File: config.mk
export PLATFORM = sky130hd
export DESIGN_NAME = tsq_top
export DESIGN_NICKNAME = d
export VERILOG_FILES = /design/src/tsq_pkg.sv /design/src/tsq_chan.sv /design/src/tsq_top.sv
export VERILOG_INCLUDE_DIRS = /design/src /design/src/src
export SDC_FILE = /design/constraint.sdc
export NUM_CORES = 1
export LEC_CHECK = 0
export ABC_CLOCK_PERIOD_IN_PS = 8200
export BUFFER_PORTS_ARGS = -buffer_cell sky130_fd_sc_hd__buf_4
export CORE_ASPECT_RATIO = 0.75
export CORE_MARGIN = 1.5
export CORE_UTILIZATION = 30
export DETAILED_ROUTE_END_ITERATION = 12
export RECOVER_POWER = 25
export SLEW_MARGIN = 40
export SYNTH_ARGS = -nofsm -noshare
export SYNTH_HDL_FRONTEND = slang
export SYNTH_SLANG_ARGS = --single-unit
File: constraint.sdc
create_clock -name i_mclk -period 8.2 [get_ports i_mclk]
set_input_delay 0 -clock i_mclk [delete_from_list [all_inputs] [get_ports i_mclk]]
set_output_delay 0 -clock i_mclk [all_outputs]
set_load 0.02 [all_outputs]
File: src/tsq_defines.svh
// constants for the four-channel trigger sequencer
`ifndef TSQ_DEFINES_SVH
`define TSQ_DEFINES_SVH

// source select codes
`define TSQ_SRC_BUS 4'h0
`define TSQ_SRC_ECL0 4'h1
`define TSQ_SRC_TTL0 4'h3
`define TSQ_SRC_AUX 4'hB
`define TSQ_SRC_LAST 4'hB
`define TSQ_SRC_W 4
`define TSQ_NUM_SRC 12

// reset values and limits of the counts
`define TSQ_COUNT_DEF 15'h0001
`define TSQ_COUNT_MIN 15'h0001

// configuration field select codes
`define TSQ_CFG_SRC 2'h0
`define TSQ_CFG_ECNT 2'h1
`define TSQ_CFG_TCNT 2'h2

// channel assumed when no selector is given
`define TSQ_DEF_CHAN 2'h0

`endif

File: src/tsq_pkg.sv
// types shared by the trigger sequencer files
package tsq_pkg;
    // gray coded along idle, armed, triggered
    typedef enum logic [1:0] {
        TSQ_IDLE = 2'b00,
        TSQ_ARMED = 2'b01,
        TSQ_TRIG = 2'b11
    } tsq_state_t;
endpackage

File: src/tsq_chan.sv
// one trigger channel: state machine, event counter and loop counter
`timescale 1ns/10ps
`include "tsq_defines.svh"
module tsq_chan #(
    parameter int CW = 15
) (
    input wire logic i_mclk,
    input wire logic i_srst,
    input wire logic i_idle_all,
    input wire logic i_arm_all,
    input wire logic i_rearm,
    input wire logic i_src_evt,
    input wire logic i_sim_evt,
    input wire logic i_force,
    input wire logic [CW-1:0] i_event_count_setting,
    input wire logic [CW-1:0] i_tcount,
    output logic [1:0] o_state,
    output logic o_action,
    output logic o_ignored
);
    tsq_pkg::tsq_state_t state_r;
    tsq_pkg::tsq_state_t state_nxt;
    logic [CW-1:0] ev_cnt_r;
    logic [CW-1:0] ev_cnt_inc;
    logic [CW-1:0] loop_cnt_r;
    logic evt;
    logic ev_done;

    // a simulated trigger counts exactly like a source transition
    assign evt = i_src_evt | i_sim_evt;
    assign ev_cnt_inc = ev_cnt_r + CW'(1);
    assign ev_done = (ev_cnt_inc >= i_event_count_setting);
    assign o_state = state_r;

    // next state
    always_comb begin
        state_nxt = state_r;
        unique case (state_r)
            tsq_pkg::TSQ_IDLE: begin
                if (i_arm_all) begin
                    state_nxt = tsq_pkg::TSQ_ARMED;
                end
            end
            tsq_pkg::TSQ_ARMED: begin
                if (i_force || (evt && ev_done)) begin
                    state_nxt = tsq_pkg::TSQ_TRIG;
                end
            end
            tsq_pkg::TSQ_TRIG: begin
                if (i_rearm || (loop_cnt_r < i_tcount)) begin
                    state_nxt = tsq_pkg::TSQ_ARMED;
                end else begin
                    state_nxt = tsq_pkg::TSQ_IDLE;
                end
            end
            default: begin
                state_nxt = tsq_pkg::TSQ_IDLE;
            end
        endcase
        if (i_idle_all) begin
            state_nxt = tsq_pkg::TSQ_IDLE;
        end
    end

    always_ff @(posedge i_mclk) begin
        if (i_srst) begin
            state_r <= tsq_pkg::TSQ_IDLE;
        end else begin
            state_r <= state_nxt;
        end
    end

    always_ff @(posedge i_mclk) begin
        if (i_srst || state_r != tsq_pkg::TSQ_ARMED) begin
            ev_cnt_r <= '0;
        end else if (evt && !ev_done) begin
            ev_cnt_r <= ev_cnt_inc;
        end
    end

    always_ff @(posedge i_mclk) begin
        if (i_srst || state_r == tsq_pkg::TSQ_IDLE) begin
            loop_cnt_r <= '0;
        end else if (state_nxt == tsq_pkg::TSQ_TRIG && loop_cnt_r != '1) begin
            loop_cnt_r <= loop_cnt_r + CW'(1);
        end
    end

    // action strobe stands in the triggered cycle
    always_ff @(posedge i_mclk) begin
        if (i_srst) begin
            o_action <= 1'b0;
        end else begin
            o_action <= (state_nxt == tsq_pkg::TSQ_TRIG);
        end
    end

    // force or simulate outside armed is dropped
    always_ff @(posedge i_mclk) begin
        if (i_srst) begin
            o_ignored <= 1'b0;
        end else begin
            o_ignored <= (i_force | i_sim_evt) && (state_r != tsq_pkg::TSQ_ARMED);
        end
    end
endmodule

File: src/tsq_top.sv
// four-channel trigger sequencer with source selection and counts
`timescale 1ns/10ps
`include "tsq_defines.svh"
module tsq_top #(
    parameter int NCH = 4,
    parameter int CW = 15
) (
    input wire logic i_mclk,
    input wire logic i_srst,
    input wire logic i_cmd_reset,
    input wire logic i_cmd_abort,
    input wire logic i_cmd_arm,
    input wire logic i_continuous_rearm,
    input wire logic i_bus_trg_cmd,
    input wire logic i_bus_trg_ws,
    input wire logic [1:0] i_ecl_trg,
    input wire logic [7:0] i_ttl_trg,
    input wire logic i_aux_trg,
    input wire logic i_cfg_wr,
    input wire logic i_cfg_chan_vld,
    input wire logic [1:0] i_cfg_chan,
    input wire logic [1:0] i_cfg_field,
    input wire logic [CW-1:0] i_cfg_data,
    input wire logic i_force_trg,
    input wire logic i_sim_trg,
    input wire logic i_trg_chan_vld,
    input wire logic [1:0] i_trg_chan,
    input wire logic [1:0] i_rd_chan,
    output logic [2*NCH-1:0] o_chan_state,
    output logic [NCH-1:0] o_action_strb,
    output logic [NCH-1:0] o_trg_ignored,
    output logic [`TSQ_SRC_W-1:0] o_rd_src,
    output logic [CW-1:0] o_rd_event_count_setting,
    output logic [CW-1:0] o_rd_tcount
);
    logic [`TSQ_SRC_W-1:0] src_r [NCH];
    logic [CW-1:0] event_count_setting_r [NCH];
    logic [CW-1:0] tcount_r [NCH];
    // history of the ten backplane lines, ECL in the low two bits
    logic [9:0] line_prev_r;
    logic aux_prev_r;
    logic [9:0] line_rise;
    logic aux_rise;
    logic bus_evt;
    logic [`TSQ_NUM_SRC-1:0] evt_vec;
    // one-hot channel picks for configuration and for force or simulate
    logic [NCH-1:0] cfg_sel;
    logic [NCH-1:0] trg_sel;
    logic idle_all;
    logic arm_all;
    logic cfg_src_ok;
    logic cfg_cnt_ok;

    // one-hot channel decode; an absent selector picks channel zero
    // configuration and force/simulate share this decode, so both fall
    // back to the same channel when the host leaves the selector out
    function automatic logic [NCH-1:0] chan_decode(input logic vld, input logic [1:0] chan);
        logic [1:0] idx;
        idx = vld ? chan : `TSQ_DEF_CHAN;
        chan_decode = '0;
        chan_decode[idx] = 1'b1;
    endfunction

    assign cfg_sel = chan_decode(i_cfg_chan_vld, i_cfg_chan);
    assign trg_sel = chan_decode(i_trg_chan_vld, i_trg_chan);

    // abort and the reset command win over an arm in the same cycle,
    // because each channel applies idle_all after its own next-state pick
    // reset command and abort idle every channel
    assign idle_all = i_cmd_reset | i_cmd_abort;

    // continuous re-arm also acts as a standing arm, so a channel that
    // lands in idle (after an abort, say) is armed again one cycle later
    // single arm strobe shared by all channels
    assign arm_all = i_cmd_arm | i_continuous_rearm;

    // the two bus trigger paths are merged here, so a channel cannot tell
    // them apart; both arriving in one cycle make a single event
    // both bus trigger commands count as one source
    assign bus_evt = i_bus_trg_cmd | i_bus_trg_ws;

    // previous levels of the backplane and spare lines
    // only the power-on reset clears this history: the reset command keeps
    // it, so a line that is already high when that command lands is not
    // taken for a fresh transition on the following cycle
    always_ff @(posedge i_mclk) begin
        if (i_srst) begin
            line_prev_r <= '0;
            aux_prev_r <= 1'b0;
        end else begin
            line_prev_r <= {i_ttl_trg, i_ecl_trg};
            aux_prev_r <= i_aux_trg;
        end
    end

    // a transition is a rising edge of the line
    // lines idle low, so a history cleared to zero shows no edge after reset;
    // a line held high counts once, however long it stays up
    assign line_rise = {i_ttl_trg, i_ecl_trg} & ~line_prev_r;
    assign aux_rise = i_aux_trg & ~aux_prev_r;

    // bit 0 is the bus trigger, then the two ECL lines, the eight TTL lines
    // and the spare line on top, so a source code indexes its own event
    // event vector indexed by source code
    assign evt_vec = {aux_rise, line_rise, bus_evt};

    // legality of written values
    // a refused write leaves the old setting in place, so a bad code or a
    // zero count never half-programs a channel; readback shows the old value
    assign cfg_src_ok = (i_cfg_data[`TSQ_SRC_W-1:0] <= `TSQ_SRC_LAST) &&
                        (i_cfg_data[CW-1:`TSQ_SRC_W] == '0);
    assign cfg_cnt_ok = (i_cfg_data >= `TSQ_COUNT_MIN);

    // each channel owns its source and both counts; the channels share only
    // the command strobes and the event vector, so they run independently
    generate
        for (genvar c = 0; c < NCH; c++) begin : g_chan
            logic src_evt;

            // the reset command restores the settings as well as idling the
            // channel, while an abort leaves them alone
            // per-channel source, bus after reset
            always_ff @(posedge i_mclk) begin
                if (i_srst || i_cmd_reset) begin
                    src_r[c] <= `TSQ_SRC_BUS;
                end else if (i_cfg_wr && cfg_sel[c] && i_cfg_field == `TSQ_CFG_SRC &&
                             cfg_src_ok) begin
                    src_r[c] <= i_cfg_data[`TSQ_SRC_W-1:0];
                end
            end

            // event count setting, out of range writes dropped
            always_ff @(posedge i_mclk) begin
                if (i_srst || i_cmd_reset) begin
                    event_count_setting_r[c] <= `TSQ_COUNT_DEF;
                end else if (i_cfg_wr && cfg_sel[c] && i_cfg_field == `TSQ_CFG_ECNT &&
                             cfg_cnt_ok) begin
                    event_count_setting_r[c] <= i_cfg_data;
                end
            end

            always_ff @(posedge i_mclk) begin
                if (i_srst || i_cmd_reset) begin
                    tcount_r[c] <= `TSQ_COUNT_DEF;
                end else if (i_cfg_wr && cfg_sel[c] && i_cfg_field == `TSQ_CFG_TCNT &&
                             cfg_cnt_ok) begin
                    tcount_r[c] <= i_cfg_data;
                end
            end

            // codes above the last source are refused on write, so the index stays in range
            // select the channel's source event
            assign src_evt = evt_vec[src_r[c]];

            // the channel raises its own ignore flag, since only it knows
            // whether it was armed when the force or simulate arrived
            // identical channel instances
            tsq_chan #(
                .CW(CW)
            ) u_chan (
                .i_mclk(i_mclk),
                .i_srst(i_srst),
                .i_idle_all(idle_all),
                .i_arm_all(arm_all),
                .i_rearm(i_continuous_rearm),
                .i_src_evt(src_evt),
                .i_sim_evt(i_sim_trg & trg_sel[c]),
                .i_force(i_force_trg & trg_sel[c]),
                .i_event_count_setting(event_count_setting_r[c]),
                .i_tcount(tcount_r[c]),
                .o_state(o_chan_state[2*c +: 2]),
                .o_action(o_action_strb[c]),
                .o_ignored(o_trg_ignored[c])
            );
        end
    endgenerate

    // readback follows i_rd_chan one cycle late; only power-on resets it,
    // and it shows the settings restored by the reset command a cycle after
    // readback of the chosen channel's source
    always_ff @(posedge i_mclk) begin
        if (i_srst) begin
            o_rd_src <= `TSQ_SRC_BUS;
        end else begin
            o_rd_src <= src_r[i_rd_chan];
        end
    end

    // readback of the chosen channel's event count setting
    always_ff @(posedge i_mclk) begin
        if (i_srst) begin
            o_rd_event_count_setting <= `TSQ_COUNT_DEF;
        end else begin
            o_rd_event_count_setting <= event_count_setting_r[i_rd_chan];
        end
    end

    // readback of the chosen channel's trigger count setting
    always_ff @(posedge i_mclk) begin
        if (i_srst) begin
            o_rd_tcount <= `TSQ_COUNT_DEF;
        end else begin
            o_rd_tcount <= tcount_r[i_rd_chan];
        end
    end
endmodule

* Yosys cells after proc, flatten, opt, wreduce, memory -nomap -nowiden
Memories as Yosys holds them, arrays and structs flattened. A register that Yosys moved wholly into a read port is not among the register bits.
Cells that the tools add are included.
** Storage, ports and cells
- Bits in writable memories :: 136
- Register bits after elaboration :: 147
- Output and inout bits :: 50
- Memories kept :: 3
** Operators by class
- Multiplexer cells :: 84
- Eq/ne operators :: 22
- Order comparisons :: 18
- Reduce and logical (&&, ||, !) cells :: 74
- Add/subtract/negate cells :: 8
- Bitwise gates (word level) :: 35
** Memories
- event_count_setting_r :: words 4, bits a word 15, read ports 5, clocked after memory_dff 1, wr ports 4, line tsq_top.sv:37 : logic [CW-1:0] event_count_setting_r [NCH];
- tcount_r :: words 4, bits a word 15, read ports 5, clocked after memory_dff 1, wr ports 4, line tsq_top.sv:38 : logic [CW-1:0] tcount_r [NCH];
- src_r :: words 4, bits a word 4, read ports 5, clocked after memory_dff 1, wr ports 4, line tsq_top.sv:36 : logic [`TSQ_SRC_W-1:0] src_r [NCH];
** Operators by type and width (number)
- $add A15 B1 Y15 const B :: 8
- $mux W15 :: 8
- $ge A15 B15 Y1 :: 4
- $lt A15 B15 Y1 :: 4
- $ne A15 B15 Y1 const B :: 4
- $mux W1 :: 48
- $logic_and A1 B1 Y1 :: 47
- $mux W2 :: 14
- $pmux W2 S3 :: 4
- $or A1 B1 Y1 :: 23
- $lt A4 B5 Y1 const B :: 4
- $eq A2 B2 Y1 const B :: 9
- $logic_or A1 B1 Y1 :: 17
- $bmux W1 S4 :: 4
- $mux W4 :: 4
- $ge A15 B1 Y1 const B :: 1
- $logic_not A11 Y1 :: 1
- $and A10 B10 Y10 :: 1
- $eq A2 B1 Y1 const B :: 5
- $logic_not A2 Y1 :: 5
- $not A10 Y10 :: 1
- $and A1 B1 Y1 :: 9
- $ne A2 B1 Y1 const B :: 4
- $lt A2 B3 Y1 const B :: 2
- 5 further kinds :: 10

* Logic depth before layout (Yosys ltp)
Gate-level depths: netlist of the first run.
- Depth in word-level cells :: 14
- Depth in mapped cells :: 16
- Depth with buffers taken out :: 14

* Modules after synthesis
From an unflattened synthesis of the first run, not the netlist that was laid out.
** Unflattened totals
- Cell total of the unflattened synthesis :: 1846
- Area, all modules :: 18122.4 sq um
** Modules (own cells, without submodules)
- tsq_chan :: area each 2570.0 sq um, sequential area each 680.7 sq um, instances 4, cells each 319
- tsq_top :: area each 7842.5 sq um, sequential area each 4984.8 sq um, instances 1, cells each 570

* Worst setup path after synthesis of the first run
No wires, ideal clock.
- Kind :: register -> register
- Start :: reg g_chan[1].u_chan.ev_cnt_r[0]
- End :: reg g_chan[1].u_chan.loop_cnt_r[13]
- Data arrival time :: 3.520 ns
- Slack :: 4.609 ns
- Data required time :: 8.130 ns
- Stages on the path, launching flop included :: 16
- Period minus slack after synthesis :: 3.591 ns
- Cells stage by stage :: dfxtp_1 -> ha_1 -> nand3_1 -> nor4_1 -> and3_1 -> and3_1 -> xor2_1 -> ha_1 -> o2111ai_1 -> nor3_1 -> a2111oi_4 -> o21a_1 -> buf_2 -> buf_2 -> o21ai_0 -> a21oi_1
** On the way
- Cells in the longest elaborated chain, start to end :: 9
** Ends and longest elaborated chain
- start: declaration :: line tsq_chan.sv:23 : logic [CW-1:0] ev_cnt_r;
- start signal: assignment :: line tsq_chan.sv:77 : ev_cnt_r <= ev_cnt_inc;
- $add A15 B1 Y15 :: line tsq_chan.sv:31 : assign ev_cnt_inc = ev_cnt_r + CW'(1);
- named net g_chan[1].u_chan.ev_cnt_inc[14] :: line tsq_chan.sv:24 : logic [CW-1:0] ev_cnt_inc;
- $ge A15 B15 Y1 :: line tsq_chan.sv:32 : assign ev_done = (ev_cnt_inc >= i_event_count_setting);
- $logic_and A1 B1 Y1 :: line tsq_chan.sv:45 : if (i_force || (evt && ev_done)) begin
- $logic_or A1 B1 Y1 :: line tsq_chan.sv:45
- $mux W2 :: line tsq_chan.sv:45
- $pmux W2 S3 :: line tsq_chan.sv:38 : unique case (state_r)
- $mux W2 :: line tsq_chan.sv:60 : if (i_idle_all) begin
- $eq A2 B2 Y1 :: line tsq_chan.sv:84 : end else if (state_nxt == tsq_pkg::TSQ_TRIG && loop_cnt_r != '1) begin
- $logic_and A1 B1 Y1 :: line tsq_chan.sv:84
- end signal: assignment :: line tsq_chan.sv:85 : loop_cnt_r <= loop_cnt_r + CW'(1);
- end: declaration :: line tsq_chan.sv:25 : logic [CW-1:0] loop_cnt_r;
The timed path passes the listed nets, and every way through them passes these cells.
A chain may end at the register's enable or synchronous reset.

* Worst setup path after layout of the first run
- Start :: reg g_chan[1].u_chan.ev_cnt_r[0]
- End :: reg g_chan[1].u_chan.loop_cnt_r[1]
Same word-level chain as after synthesis.

==> results of run 1 <==
## sequential cells by signal, indices dropped and copies added, names as in the netlist
signal,cells
g_chan.u_chan.o_action,4
src_r,16
tcount_r,60
event_count_setting_r,60
g_chan.u_chan.ev_cnt_r,60
o_rd_tcount,15
g_chan.u_chan.loop_cnt_r,60
o_rd_src,4
aux_prev_r,1
g_chan.u_chan.o_state,8
o_rd_event_count_setting,15
line_prev_r,10
g_chan.u_chan.o_ignored,4
## kinds of logic after synthesis
family          synth area share [%]
compound gates                  8.72
xor+xnor                        5.34
fa+ha+maj                       8.84
buf+inv                         4.24
flops                           43.9
mux                             6.37
simple gates                    22.6
## what timing repair did
item	4_1_cts	5_1_grt
setup endpoints to repair	0	0
hold endpoints to repair	180	0
hold buffers	52	0
## per-stage QoR
step	cell area (um2)	cells	worst slack (ns)	power (W)
floorplan	17600	1765	4.61	0.00194
global placement	19000	2584	3.72	0.00208
detailed placement	19100	2586	3.68	0.00209
CTS	20900	2708	3.64	0.00392
global route	20700	2709	3.19	0.00402
finish	20700	2709	3.59	0.00388
## cell usage after synthesis (10+ instances only)
cell / n / area share (%)
sky130_fd_sc_hd__nand2_1: 89 / 1.9
sky130_fd_sc_hd__xor2_1: 76 / 3.8
sky130_fd_sc_hd__a21oi_1: 75 / 2.1
sky130_fd_sc_hd__nand2b_1: 27 / 0.96
sky130_fd_sc_hd__nand4_1: 33 / 1.2
sky130_fd_sc_hd__nand3_1: 87 / 2.5
sky130_fd_sc_hd__or4_1: 11 / 0.47
sky130_fd_sc_hd__a31oi_1: 12 / 0.43
sky130_fd_sc_hd__nor2_1: 124 / 2.7
sky130_fd_sc_hd__nor4_1: 19 / 0.68
sky130_fd_sc_hd__nor2b_1: 51 / 1.8
sky130_fd_sc_hd__edfxtp_1: 136 / 23
sky130_fd_sc_hd__o21ai_0: 68 / 1.9
sky130_fd_sc_hd__inv_1: 117 / 2.5
sky130_fd_sc_hd__and3_1: 35 / 1.2
sky130_fd_sc_hd__xnor2_1: 31 / 1.5
sky130_fd_sc_hd__a21o_1: 36 / 1.5
sky130_fd_sc_hd__mux4_2: 46 / 5.9
sky130_fd_sc_hd__dfxtp_1: 181 / 21
sky130_fd_sc_hd__nor3_1: 26 / 0.74
sky130_fd_sc_hd__and2_1: 135 / 4.8
sky130_fd_sc_hd__nor3b_1: 12 / 0.51
sky130_fd_sc_hd__or3_1: 53 / 1.9
sky130_fd_sc_hd__clkbuf_1: 52 / 1.1
sky130_fd_sc_hd__nand3b_1: 10 / 0.43
sky130_fd_sc_hd__ha_1: 124 / 8.8
## worst max-delay path: stages (launching register included)
cell	delay [ns]
sky130_fd_sc_hd__dfxtp_1	0.40
sky130_fd_sc_hd__ha_1	0.22
sky130_fd_sc_hd__nand3_1	0.19
sky130_fd_sc_hd__nor4_1	0.53
sky130_fd_sc_hd__and3_1	0.29
sky130_fd_sc_hd__and3_1	0.22
sky130_fd_sc_hd__xor2_1	0.18
sky130_fd_sc_hd__ha_1	0.27
sky130_fd_sc_hd__o2111ai_1	0.13
sky130_fd_sc_hd__nor3_1	0.14
sky130_fd_sc_hd__a2111oi_4	0.64
sky130_fd_sc_hd__buf_4	0.30
sky130_fd_sc_hd__o21a_1	0.60
sky130_fd_sc_hd__o21ai_0	0.24
sky130_fd_sc_hd__a21oi_1	0.20
## routing by layer
layer	wire length, um	part of all wire, %	global-route usage, %	vias up
li1	-	-	-	6560
met1	24900	49	25.1	6679
met2	21000	41	24.7	430
met3	4060	7.9	4.07	79
met4	1100	2.2	4.28	6
met5	37	0.072	0	-
## area by class of cell
cell class                 count  area (um2)  area share [%]
clock buffer                  48        1050            5.06
timing repair buffer         163        1150            5.55
inverter                     117         439            2.12
sequential                   317        7710            37.2
multi-input combinational   1261        9110            44.0
tap                          780         976            4.71
clock inverter                22         295            1.42
antenna                        1        2.50          0.0121
## final timing paths
check | start | end | slack, ns | cells after the start
hold / removal | i_cmd_reset | g_chan[2].u_chan.o_state[1] | 0.02 | 3
setup / recovery | g_chan[1].u_chan.ev_cnt_r[0] | g_chan[1].u_chan.loop_cnt_r[1] | 3.59 | 14
setup reg to reg | g_chan[1].u_chan.ev_cnt_r[0] | g_chan[1].u_chan.loop_cnt_r[1] | 3.59 | 14
hold reg to reg | g_chan[0].u_chan.ev_cnt_r[1] | g_chan[0].u_chan.ev_cnt_r[1] | 0.48 | 2
## placed cells by master, fill, tap and decap left out, types with 75 or more instances in the layout
cell type and n:
sky130_fd_sc_hd__dfxtp_1 181, sky130_fd_sc_hd__edfxtp_1 136, sky130_fd_sc_hd__and2_1 135, sky130_fd_sc_hd__ha_1 124, sky130_fd_sc_hd__nor2_1 122, sky130_fd_sc_hd__inv_1 117, sky130_fd_sc_hd__nand2_1 89, sky130_fd_sc_hd__nand3_1 87
sky130_fd_sc_hd__xor2_1 76, sky130_fd_sc_hd__a21oi_1 75
## report_power, final
group	leakage, nW	total (W)	switching (W)	internal (W)
clock	0.649	0.00182	0.000712	0.00111
sequential	2.94	0.00174	0.0000442	0.00170
combinational	4.56	0.000322	0.000195	0.000127
==> metrics.log, run 1 <==
INFO  metric first_global_vias = 13,300
INFO  metric setup_repair_after_global_routing_missed_its_margin = no
INFO  metric drtAntennaViolNets = 0
INFO  metric detail_route.wl_per_cell = 18.9 um
INFO  metric fmax = 217 MHz
INFO  metric syn_inst = 1,765
INFO  metric synth-seq-area-share = a little over two fifths
INFO  metric synth-warning-count = 0
INFO  metric cell_at_the_root_of_the_clock_tree = sky130_fd_sc_hd__clkbuf_16
INFO  metric worst_slack_on_hold_paths = 0.0211 ns
INFO  metric wirelength = 51,100 um
INFO  metric failed_checks = capacitance limit, slew limit
INFO  metric fp.dieW = 282 um
INFO  metric worst-setup-path-type = flip-flop to flip-flop
INFO  metric detailroute.via_count = 13,800
INFO  metric drtPass1Iterations = 5
INFO  metric cts_htree_levels = 2
INFO  metric max_cap_viol_count = 1
INFO  metric power.ir.vdd_worst = roughly 0.14 mV
INFO  metric endpoint_kind = flip-flop
INFO  metric syn_nets = ~1,900
INFO  metric critPathArrivalTime = 5.10 ns
INFO  metric final-hold-violation-count = 0
INFO  metric cts_inserted_buffers = 38
INFO  metric initialDrtViolationCount = 1,367
INFO  metric cts_max_path_buffers = 3
INFO  metric drt_drc_violations_left = 0
INFO  metric synth_seq_cells = 317
INFO  metric synth_cell_types = 60
INFO  metric place.port_buffers = 96
INFO  metric placeableCoreArea = between 50,000 and 60,000 um2
INFO  metric worst_case_clock_skew = 0.0197 ns
INFO  metric numClockSinks = approximately 320
INFO  metric groute.usage.overall = 17.0%
INFO  metric post_synth_instance_area = between 15,000 and 20,000 um2
INFO  metric post_cts_resized = 0
INFO  metric synth_edf_count = 136
INFO  metric antenna_found_initial = 6
INFO  metric clkTransAtPathRegs = around 0.060 ns
INFO  metric pin_count = 97
INFO  metric power-per-cell-area = 187 nW/um2
INFO  metric p_leak = ~8.1 nW
INFO  metric post_drt_via_cell_ratio = 5.08
INFO  metric layout.core_utilization = between 30 and 40%
INFO  metric fin_tns_setup = 0 ns
INFO  metric placement_rows = 76
INFO  metric worstMarginPinSlew = roughly 2.2 ns
INFO  metric crit_path_max_fanout = 25
INFO  metric grt_start_max_net_pins = 45
INFO  metric fillCellCount = approximately 5,800
INFO  metric cts_post_setup_buffers_inserted = 0
INFO  metric design.die.area = 60,000 um2
INFO  metric report.final.setup_viol = 0
INFO  metric share_of_cells_above_drive_strength_1 = 9.39%
INFO  metric worstHoldPathType = input port to flip-flop
INFO  metric worstPathRequired = 8.69 ns
INFO  metric cts_tree = done
INFO  metric die_h = roughly 210 um
INFO  metric area_growth_syn_to_layout = 18.1%
INFO  metric grt.overflow.total = 0
INFO  metric synth-async-reset-ratio = 0%
INFO  metric period_share = 56.2%
INFO  metric syn_avg_cell_area = 9.95 um2
INFO  metric gp_congestion = 0.914
INFO  metric outcome = finished with violations
INFO  metric relSlewSlack = -49.8%
INFO  metric dp.final_hpwl = roughly 38,000 um
INFO  metric floorplan.initialDensity = 30.5%
INFO  metric clkLatencyLatePin = 0.56 ns
INFO  metric synthFlopType = sky130_fd_sc_hd__dfxtp_1
INFO  metric final_period_demand_of_the_worst_path = 4.61 ns
INFO  metric startpoint_type = flip-flop
INFO  metric design.final.nets = 2,069
INFO  metric report.final.slew_viol_count = 45
INFO  metric grt_pass1_wl = slightly below 80,000 um
No activity file was read; power rests on OpenSTA's default activity.
==> run 2, diff against run 1 <==
ABC_CLOCK_PERIOD_IN_PS = 4200   (was 8200)
clock period = 4.2 ns   (was 8.2 ns; I/O delays follow)
==> run 2 against run 1 <==
Compared with the run above: the run now ends clean; worst hold slack improved by 0.046 ns; total power grew 91%; sequential cell count stayed put; register-to-register slack got worse by 3.2 ns; largest power group is now registers; non-clock buffer count rose by 11; largest cell class unchanged; core utilization about the same.
==> metrics.log, run 2 (synthesized netlist as in run 1, its figures left out) <==
INFO  metric outcome = finished, final reports clean
INFO  metric worstMarginPinSlew = between 1 and 1.5 ns
INFO  metric worst_slack_on_hold_paths = 0.0670 ns
INFO  metric layout.cells.most_common = sky130_fd_sc_hd__dfxtp_1
INFO  metric totalPowerFinal = 0.00740 W
INFO  metric cell_at_the_root_of_the_clock_tree = sky130_fd_sc_hd__clkbuf_16
INFO  metric met3_wirelength = 3760 um
INFO  metric power-per-cell-area = 357 nW/um2
INFO  metric mostFrequentLayoutCells = sky130_fd_sc_hd__dfxtp_1, sky130_fd_sc_hd__edfxtp_1, sky130_fd_sc_hd__and2_1
INFO  metric worstHoldPathType = input port to flip-flop
INFO  metric drtAntennaViolNets = 0
INFO  metric m1WireLength = 25,300 um
INFO  metric dr.max_layer_used = met5
INFO  metric placeableCoreArea = 57,600 um2
INFO  metric detail_route.wl_per_cell = 18.6 um
INFO  metric cts_tree = done
INFO  metric share_comb_of_total_power = 8.6%
INFO  metric cpMaxStageDelayCell = sky130_fd_sc_hd__nor4_1
INFO  metric finalWorstSetupSlack = 0.374 ns
INFO  metric clkTransAtPathRegs = 0.06 ns
INFO  metric p_leak = slightly above 8 nW
INFO  metric crit-reg2reg-launch = g_chan[2].u_chan.ev_cnt_r[0]
INFO  metric fillCellCount = 5,818
INFO  metric max_cap_viol_count = 0
INFO  metric drtPass1Iterations = 5
INFO  metric die_h = 213 um
INFO  metric met2WireLength = approximately 20,000 um
INFO  metric worst_setup_sp = g_chan[2].u_chan.ev_cnt_r[0]
INFO  metric cell_internal_pwr = ~0.0056 W
INFO  metric crit_path_max_fanout = 30
INFO  metric endpoint_kind = flip-flop
INFO  metric detailroute.via_count = 13,800
INFO  metric groute.usage.overall = about 17%
INFO  metric initialDrtViolationCount = 1,310
INFO  metric reg2reg_setup_slack = 0.37 ns
INFO  metric crit_path_frequent_cell = sky130_fd_sc_hd__nand3_1
INFO  metric placement_rows = 76
INFO  metric power.ir.vdd_worst = 0.224 mV
INFO  metric netSwitchingPower = ~0.0018 W
INFO  metric cp_cell_instances = ha_1, nand3_1, nor4_1, nand3_1, nor2_1, xor2_1, ha_1, nand3_1, o31ai_1, a22oi_2, buf_4, or4_1, a21oi_1
INFO  metric fp.dieW = 282 um
INFO  metric share_of_cells_above_drive_strength_1 = under 10%
INFO  metric post_drt_via_cell_ratio = 5.08
INFO  metric final_period_demand_of_the_worst_path = 3.83 ns
INFO  metric power_switching_share = around a quarter
INFO  metric ff_latch_area = 7710 um2
INFO  metric first_global_vias = around 13,000
INFO  metric period_share = 91.1%
INFO  metric setup_repair_after_global_routing_missed_its_margin = no
INFO  metric cp_slowest_stage_delay = 0.54 ns
INFO  metric worst_r2r_path_depth = 13
INFO  metric place_worst_setup_slack = approximately 0.24 ns
INFO  metric pin_count = 97
INFO  metric cts_max_path_buffers = 3
INFO  metric clkLatencyLatePin = 0.55 ns
INFO  metric fin_tns_setup = 0 ns
INFO  metric grt_start_max_net_pins = a little under 50
INFO  metric critPathArrivalTime = 4.30 ns
INFO  metric antenna_found_initial = 3
INFO  metric startpoint_type = flip-flop
INFO  metric antennaDiodeCount = 0
INFO  metric worst-setup-path-type = flip-flop to flip-flop
INFO  metric worst_case_clock_skew = between 0.01 and 0.015 ns
INFO  metric relSlewSlack = 18.9%
INFO  metric endpoint = g_chan[2].u_chan.loop_cnt_r[10]
INFO  metric dp.final_hpwl = 37,600 um
INFO  metric report.final.setup_viol = 0
INFO  metric multiInputGateArea = 9130 um2
INFO  metric gp_congestion = roughly 0.9
INFO  metric area_growth_syn_to_layout = 18.2%
INFO  metric cts_htree_levels = 2
INFO  metric grt_pass1_wl = 77,100 um
INFO  metric numClockSinks = 317
INFO  metric report.final.slew_viol_count = 0
INFO  metric grt.overflow.total = 0
INFO  metric drt_drc_violations_left = 0
INFO  metric cts_inserted_buffers = 38
INFO  metric final-hold-violation-count = 0
INFO  metric place.port_buffers = 96
INFO  metric wirelength = 50,500 um
INFO  metric floorplan.initialDensity = between 30% and 40%
INFO  metric design.die.area = 60,000 um2
INFO  metric seq_power_share = 45.9%
INFO  metric rr_endpoint = g_chan[2].u_chan.loop_cnt_r[10]
INFO  metric fmax = 261 MHz
INFO  metric worstPathRequired = about 4.7 ns
INFO  metric design.final.nets = about 2,100
INFO  metric power.share.clock = 45.5%
run 2: changes by cell type in the layout (fill, tap and decap cells not counted), moves of 2 or more:
cell / before / now
sky130_fd_sc_hd__buf_4: 55 / 67
sky130_fd_sc_hd__bufinv_16: 6 / 3
sky130_fd_sc_hd__clkbuf_1: 60 / 64
sky130_fd_sc_hd__clkbuf_16: 39 / 41
sky130_fd_sc_hd__clkbuf_2: 0 / 2
sky130_fd_sc_hd__clkbuf_8: 4 / 2
sky130_fd_sc_hd__clkinv_2: 4 / 6
sky130_fd_sc_hd__clkinvlp_4: 4 / 1
sky130_fd_sc_hd__inv_6: 3 / 1
run 2: critical path, delay by kind of cell, from the launching register on:
kind                       cells  cell delay (ns)
xor gates and xnor gates       1             0.09
DFF                            1             0.42
AOI/OAI and AO/OA              3             0.67
adders and majority gates      2             0.54
buffers and inverters          1             0.26
and+or+nand+nor                6             1.77
run 2: area by class of cell:
| type | instances | area share [%] |
|---|---|---|
| clock inverter | 14 | 0.748 |
| multi-input combinational | 1261 | 44.0 |
| inverter | 117 | 2.12 |
| timing repair buffer | 174 | 5.96 |
| sequential | 317 | 37.1 |
| clock buffer | 56 | 5.34 |
| tap | 780 | 4.70 |
run 2: layer usage:
layer  vias to the layer above  global-route usage, %
met2                       495                   23.4
met5                         -                      0
met1                      6660                   26.2
met3                        75                   2.84
met4                         2                   4.89
li1                       6579                      -
run 2: power groups by stage:
stage | clock network (W) | registers, W | logic, W
2_1_floorplan | 0 | 0.00344 | 0.000342
3_3_place_gp | 0 | 0.00346 | 0.000599
3_5_place_dp | 0 | 0.00346 | 0.000612
4_1_cts | 0.00343 | 0.00340 | 0.000653
5_1_grt | 0.00354 | 0.00341 | 0.000687
6_report | 0.00336 | 0.00340 | 0.000637
run 2: worst min-delay path by stage:
stage | startpoint | end | cells after the start
after floorplan | i_trg_chan[0] | g_chan[2].u_chan.o_ignored | 1
after global placement | i_trg_chan[0] | g_chan[2].u_chan.o_ignored | 2
after detailed placement | i_trg_chan[0] | g_chan[2].u_chan.o_ignored | 2
after CTS | i_cmd_reset | g_chan[1].u_chan.o_state[1] | 5
after global routing | i_cmd_reset | g_chan[1].u_chan.o_action | 5
final | i_cmd_reset | g_chan[1].u_chan.o_state[1] | 5
run 2: repair_timing:
item                       4_1_cts  5_1_grt
hold buffers                    53        0
setup endpoints to repair        0       18
resized for setup                0        4
setup buffers                    0        0
hold endpoints to repair       174        0
run 2: metrics by stage:
| step | instance area [um2] | util [%] | cells |
|---|---|---|---|
| 6_report | 20700 | 36.0 | 2719 |
| 5_1_grt | 20700 | 36.0 | 2719 |
| 4_1_cts | 20900 | 36.3 | 2719 |
| 3_5_place_dp | 19100 | 33.2 | 2596 |
| 3_3_place_gp | 19100 | 33.2 | 2596 |
| 2_1_floorplan | 17600 | - | 1765 |
==> run 3, diff against run 2 <==
ABC_CLOCK_PERIOD_IN_PS = 4100   (was 4200)
clock period = 4.1 ns   (was 4.2 ns; I/O delays follow)
==> run 3 against run 2 <==
Compared with the run above: final area is 0.63% lower; worst hold slack worse by 0.014 ns; sequential power is 3% higher; via count is 0.97% lower.
==> metrics.log, run 3 (synthesized netlist as in run 1, its figures left out) <==
INFO  metric outcome = finished, final reports clean
INFO  metric worst_setup_sp = g_chan[0].u_chan.ev_cnt_r[0]
INFO  metric initialDrtViolationCount = 1,215
INFO  metric crit-reg2reg-launch = g_chan[0].u_chan.ev_cnt_r[0]
INFO  metric startpoint_type = flip-flop
INFO  metric numClockSinks = 317
INFO  metric hold_path_startpoint = i_cmd_reset
INFO  metric floorplan.initialDensity = between 30 and 40%
INFO  metric worst_case_clock_skew = 0.0208 ns
INFO  metric detailroute.via_count = approximately 14,000
INFO  metric final_period_demand_of_the_worst_path = 3.85 ns
INFO  metric worst_slack_on_hold_paths = between 0.05 and 0.06 ns
INFO  metric report.final.setup_viol = 0
INFO  metric timing.critical_path.buf_inv = 2
INFO  metric design.die.area = 60,000 um2
INFO  metric critPathArrivalTime = between 4 and 5 ns
INFO  metric mostFrequentLayoutCells = sky130_fd_sc_hd__dfxtp_1, sky130_fd_sc_hd__edfxtp_1, sky130_fd_sc_hd__and2_1
INFO  metric setup_repair_after_global_routing_missed_its_margin = no
INFO  metric cp_slowest_stage_delay = 0.45 ns
INFO  metric cp_cell_instances = ha_1, nand3_1, nor3_2, nand3_1, or3_1, xnor2_1, ha_1, nand2_1, nor2_1, nand2_1, o21ai_1, a22oi_1, buf_2, buf_4, o311ai_0, o41ai_1
INFO  metric clkTransAtPathRegs = around 0.06 ns
INFO  metric groute.usage.overall = 16.7%
INFO  metric antennaDiodeCount = 0
INFO  metric gp_congestion = between 0.9 and 1
INFO  metric final-hold-violation-count = 0
INFO  metric placement_rows = 76
INFO  metric worstMarginPinSlew = 0.902 ns
INFO  metric period_share = between 90% and 100%
INFO  metric endpoint_kind = flip-flop
INFO  metric grt_start_max_net_pins = 74
INFO  metric fin_tns_setup = 0 ns
INFO  metric fillCellCount = 5,854
INFO  metric design.final.nets = 2,069
INFO  metric power-per-cell-area = 364 nW/um2
INFO  metric layout.cells.most_common = sky130_fd_sc_hd__dfxtp_1
INFO  metric p_leak = 8.12 nW
INFO  metric cts_inserted_buffers = 37
INFO  metric cp.depth = 16
INFO  metric worstPathRequired = between 4 and 5 ns
INFO  metric first_global_vias = 13,100
INFO  metric cpMaxStageDelayCell = sky130_fd_sc_hd__or3_1
INFO  metric relSlewSlack = about two fifths
INFO  metric cts_tree = done
INFO  metric worst-setup-path-type = flip-flop to flip-flop
INFO  metric fmax = around 260 MHz
INFO  metric drtAntennaViolNets = 0
INFO  metric worstHoldPathType = input port to flip-flop
INFO  metric drtPass1Iterations = 5
INFO  metric wirelength = about 50,000 um
INFO  metric cts_htree_levels = 2
INFO  metric cts_post_setup_buffers_inserted = 0
INFO  metric post_drt_via_cell_ratio = 5.05
INFO  metric grt.overflow.total = 0
INFO  metric worst_r2r_path_depth = 16
INFO  metric placeableCoreArea = 57,600 um2
INFO  metric antenna_found_initial = 5
INFO  metric area_growth_syn_to_layout = 17.4%
INFO  metric report.final.slew_viol_count = 0
INFO  metric fp.dieW = 282 um
INFO  metric clkLatencyLatePin = ~0.56 ns
INFO  metric totalPowerFinal = 0.00751 W
INFO  metric power.ir.vdd_worst = 0.242 mV
INFO  metric max_cap_viol_count = 0
INFO  metric drt_drc_violations_left = 0
INFO  metric share_of_cells_above_drive_strength_1 = about 10%
INFO  metric cts_max_path_buffers = 3
INFO  metric crit_path_max_fanout = 13
INFO  metric crit_family = simple AND/OR/NAND/NOR gates
INFO  metric detail_route.wl_per_cell = 18.5 um
INFO  metric pin_count = 97
INFO  metric place.port_buffers = 96
INFO  metric grt_pass1_wl = 76,500 um
INFO  metric cell_at_the_root_of_the_clock_tree = sky130_fd_sc_hd__clkbuf_16
INFO  metric die_h = 213 um
INFO  metric hold_path_depth = 3
INFO  metric dp.final_hpwl = 37,600 um
## run 3: changes by cell type in the layout (fill, tap and decap cells not counted), moves of 2 or more
cell and change:
sky130_fd_sc_hd__clkbuf_1 -6, sky130_fd_sc_hd__dlygate4sd3_1 -12, sky130_fd_sc_hd__inv_6 +2, sky130_fd_sc_hd__clkinv_2 +5
sky130_fd_sc_hd__clkbuf_16 -2
## run 3: area by class of cell
cell class                      count  area [um2]  share of cell area, %
Multi-Input combinational cell   1261        9130                   44.3
Clock inverter                     21         216                   1.05
Tap cell                          780         976                   4.73
Sequential cell                   317        7710                   37.4
Clock buffer                       46        1010                   4.92
Timing Repair Buffer              164        1140                   5.51
Inverter                          117         439                   2.13
## run 3: repair_timing
| action | CTS | global route |
|---|---|---|
| resized for setup | 0 | 5 |
| setup endpoints to repair | 0 | 11 |
| hold buffers | 40 | 1 |
| hold endpoints to repair | 159 | 31 |
## run 3: worst reg2reg max path, cell delays in order (launching register included)
cell                       delay (ns)
sky130_fd_sc_hd__dfxtp_1         0.40
sky130_fd_sc_hd__ha_1            0.23
sky130_fd_sc_hd__nand3_1         0.22
sky130_fd_sc_hd__nor3_2          0.26
sky130_fd_sc_hd__nand3_1         0.17
sky130_fd_sc_hd__or3_1           0.45
sky130_fd_sc_hd__xnor2_1         0.15
sky130_fd_sc_hd__ha_1            0.29
sky130_fd_sc_hd__nand2_1         0.07
sky130_fd_sc_hd__nor2_1          0.14
sky130_fd_sc_hd__nand2_1         0.07
sky130_fd_sc_hd__o21ai_1         0.20
sky130_fd_sc_hd__a22oi_1         0.16
sky130_fd_sc_hd__buf_2           0.22
sky130_fd_sc_hd__buf_4           0.19
sky130_fd_sc_hd__o311ai_0        0.36
sky130_fd_sc_hd__o41ai_1         0.14
## run 3: where the power goes
part           internal, W  switching [W]
clock              0.00202        0.00138
sequential         0.00340      0.0000908
combinational     0.000249       0.000386
## run 3: path summary, 6_finish.rpt
check,endpoint,slack [ns]
setup / recovery,g_chan[0].u_chan.loop_cnt_r[6],0.25
hold / removal,g_chan[2].u_chan.o_state[1],0.05
setup reg to reg,g_chan[0].u_chan.loop_cnt_r[6],0.25
hold reg to reg,g_chan[0].u_chan.ev_cnt_r[1],0.49
## run 3: per-stage QoR
stage          cells  instance area [um2]  util [%]  worst slack, ns
6_report        2706                20600      35.8            0.253
5_1_grt         2706                20600      35.8           0.0215
4_1_cts         2704                20800      36.0           0.0689
3_5_place_dp    2597                19100      33.2            0.116
3_3_place_gp    2597                19100      33.2            0.219
2_1_floorplan   1765                17600         -            0.509
## run 3: layer usage
layer	up-vias	global-route usage, %	wire length [um]
li1	6558	-	-
met1	6570	25.1	24500
met2	464	23.8	20200
met3	79	3.69	4050
met4	6	4.59	1200
met5	-	0	34
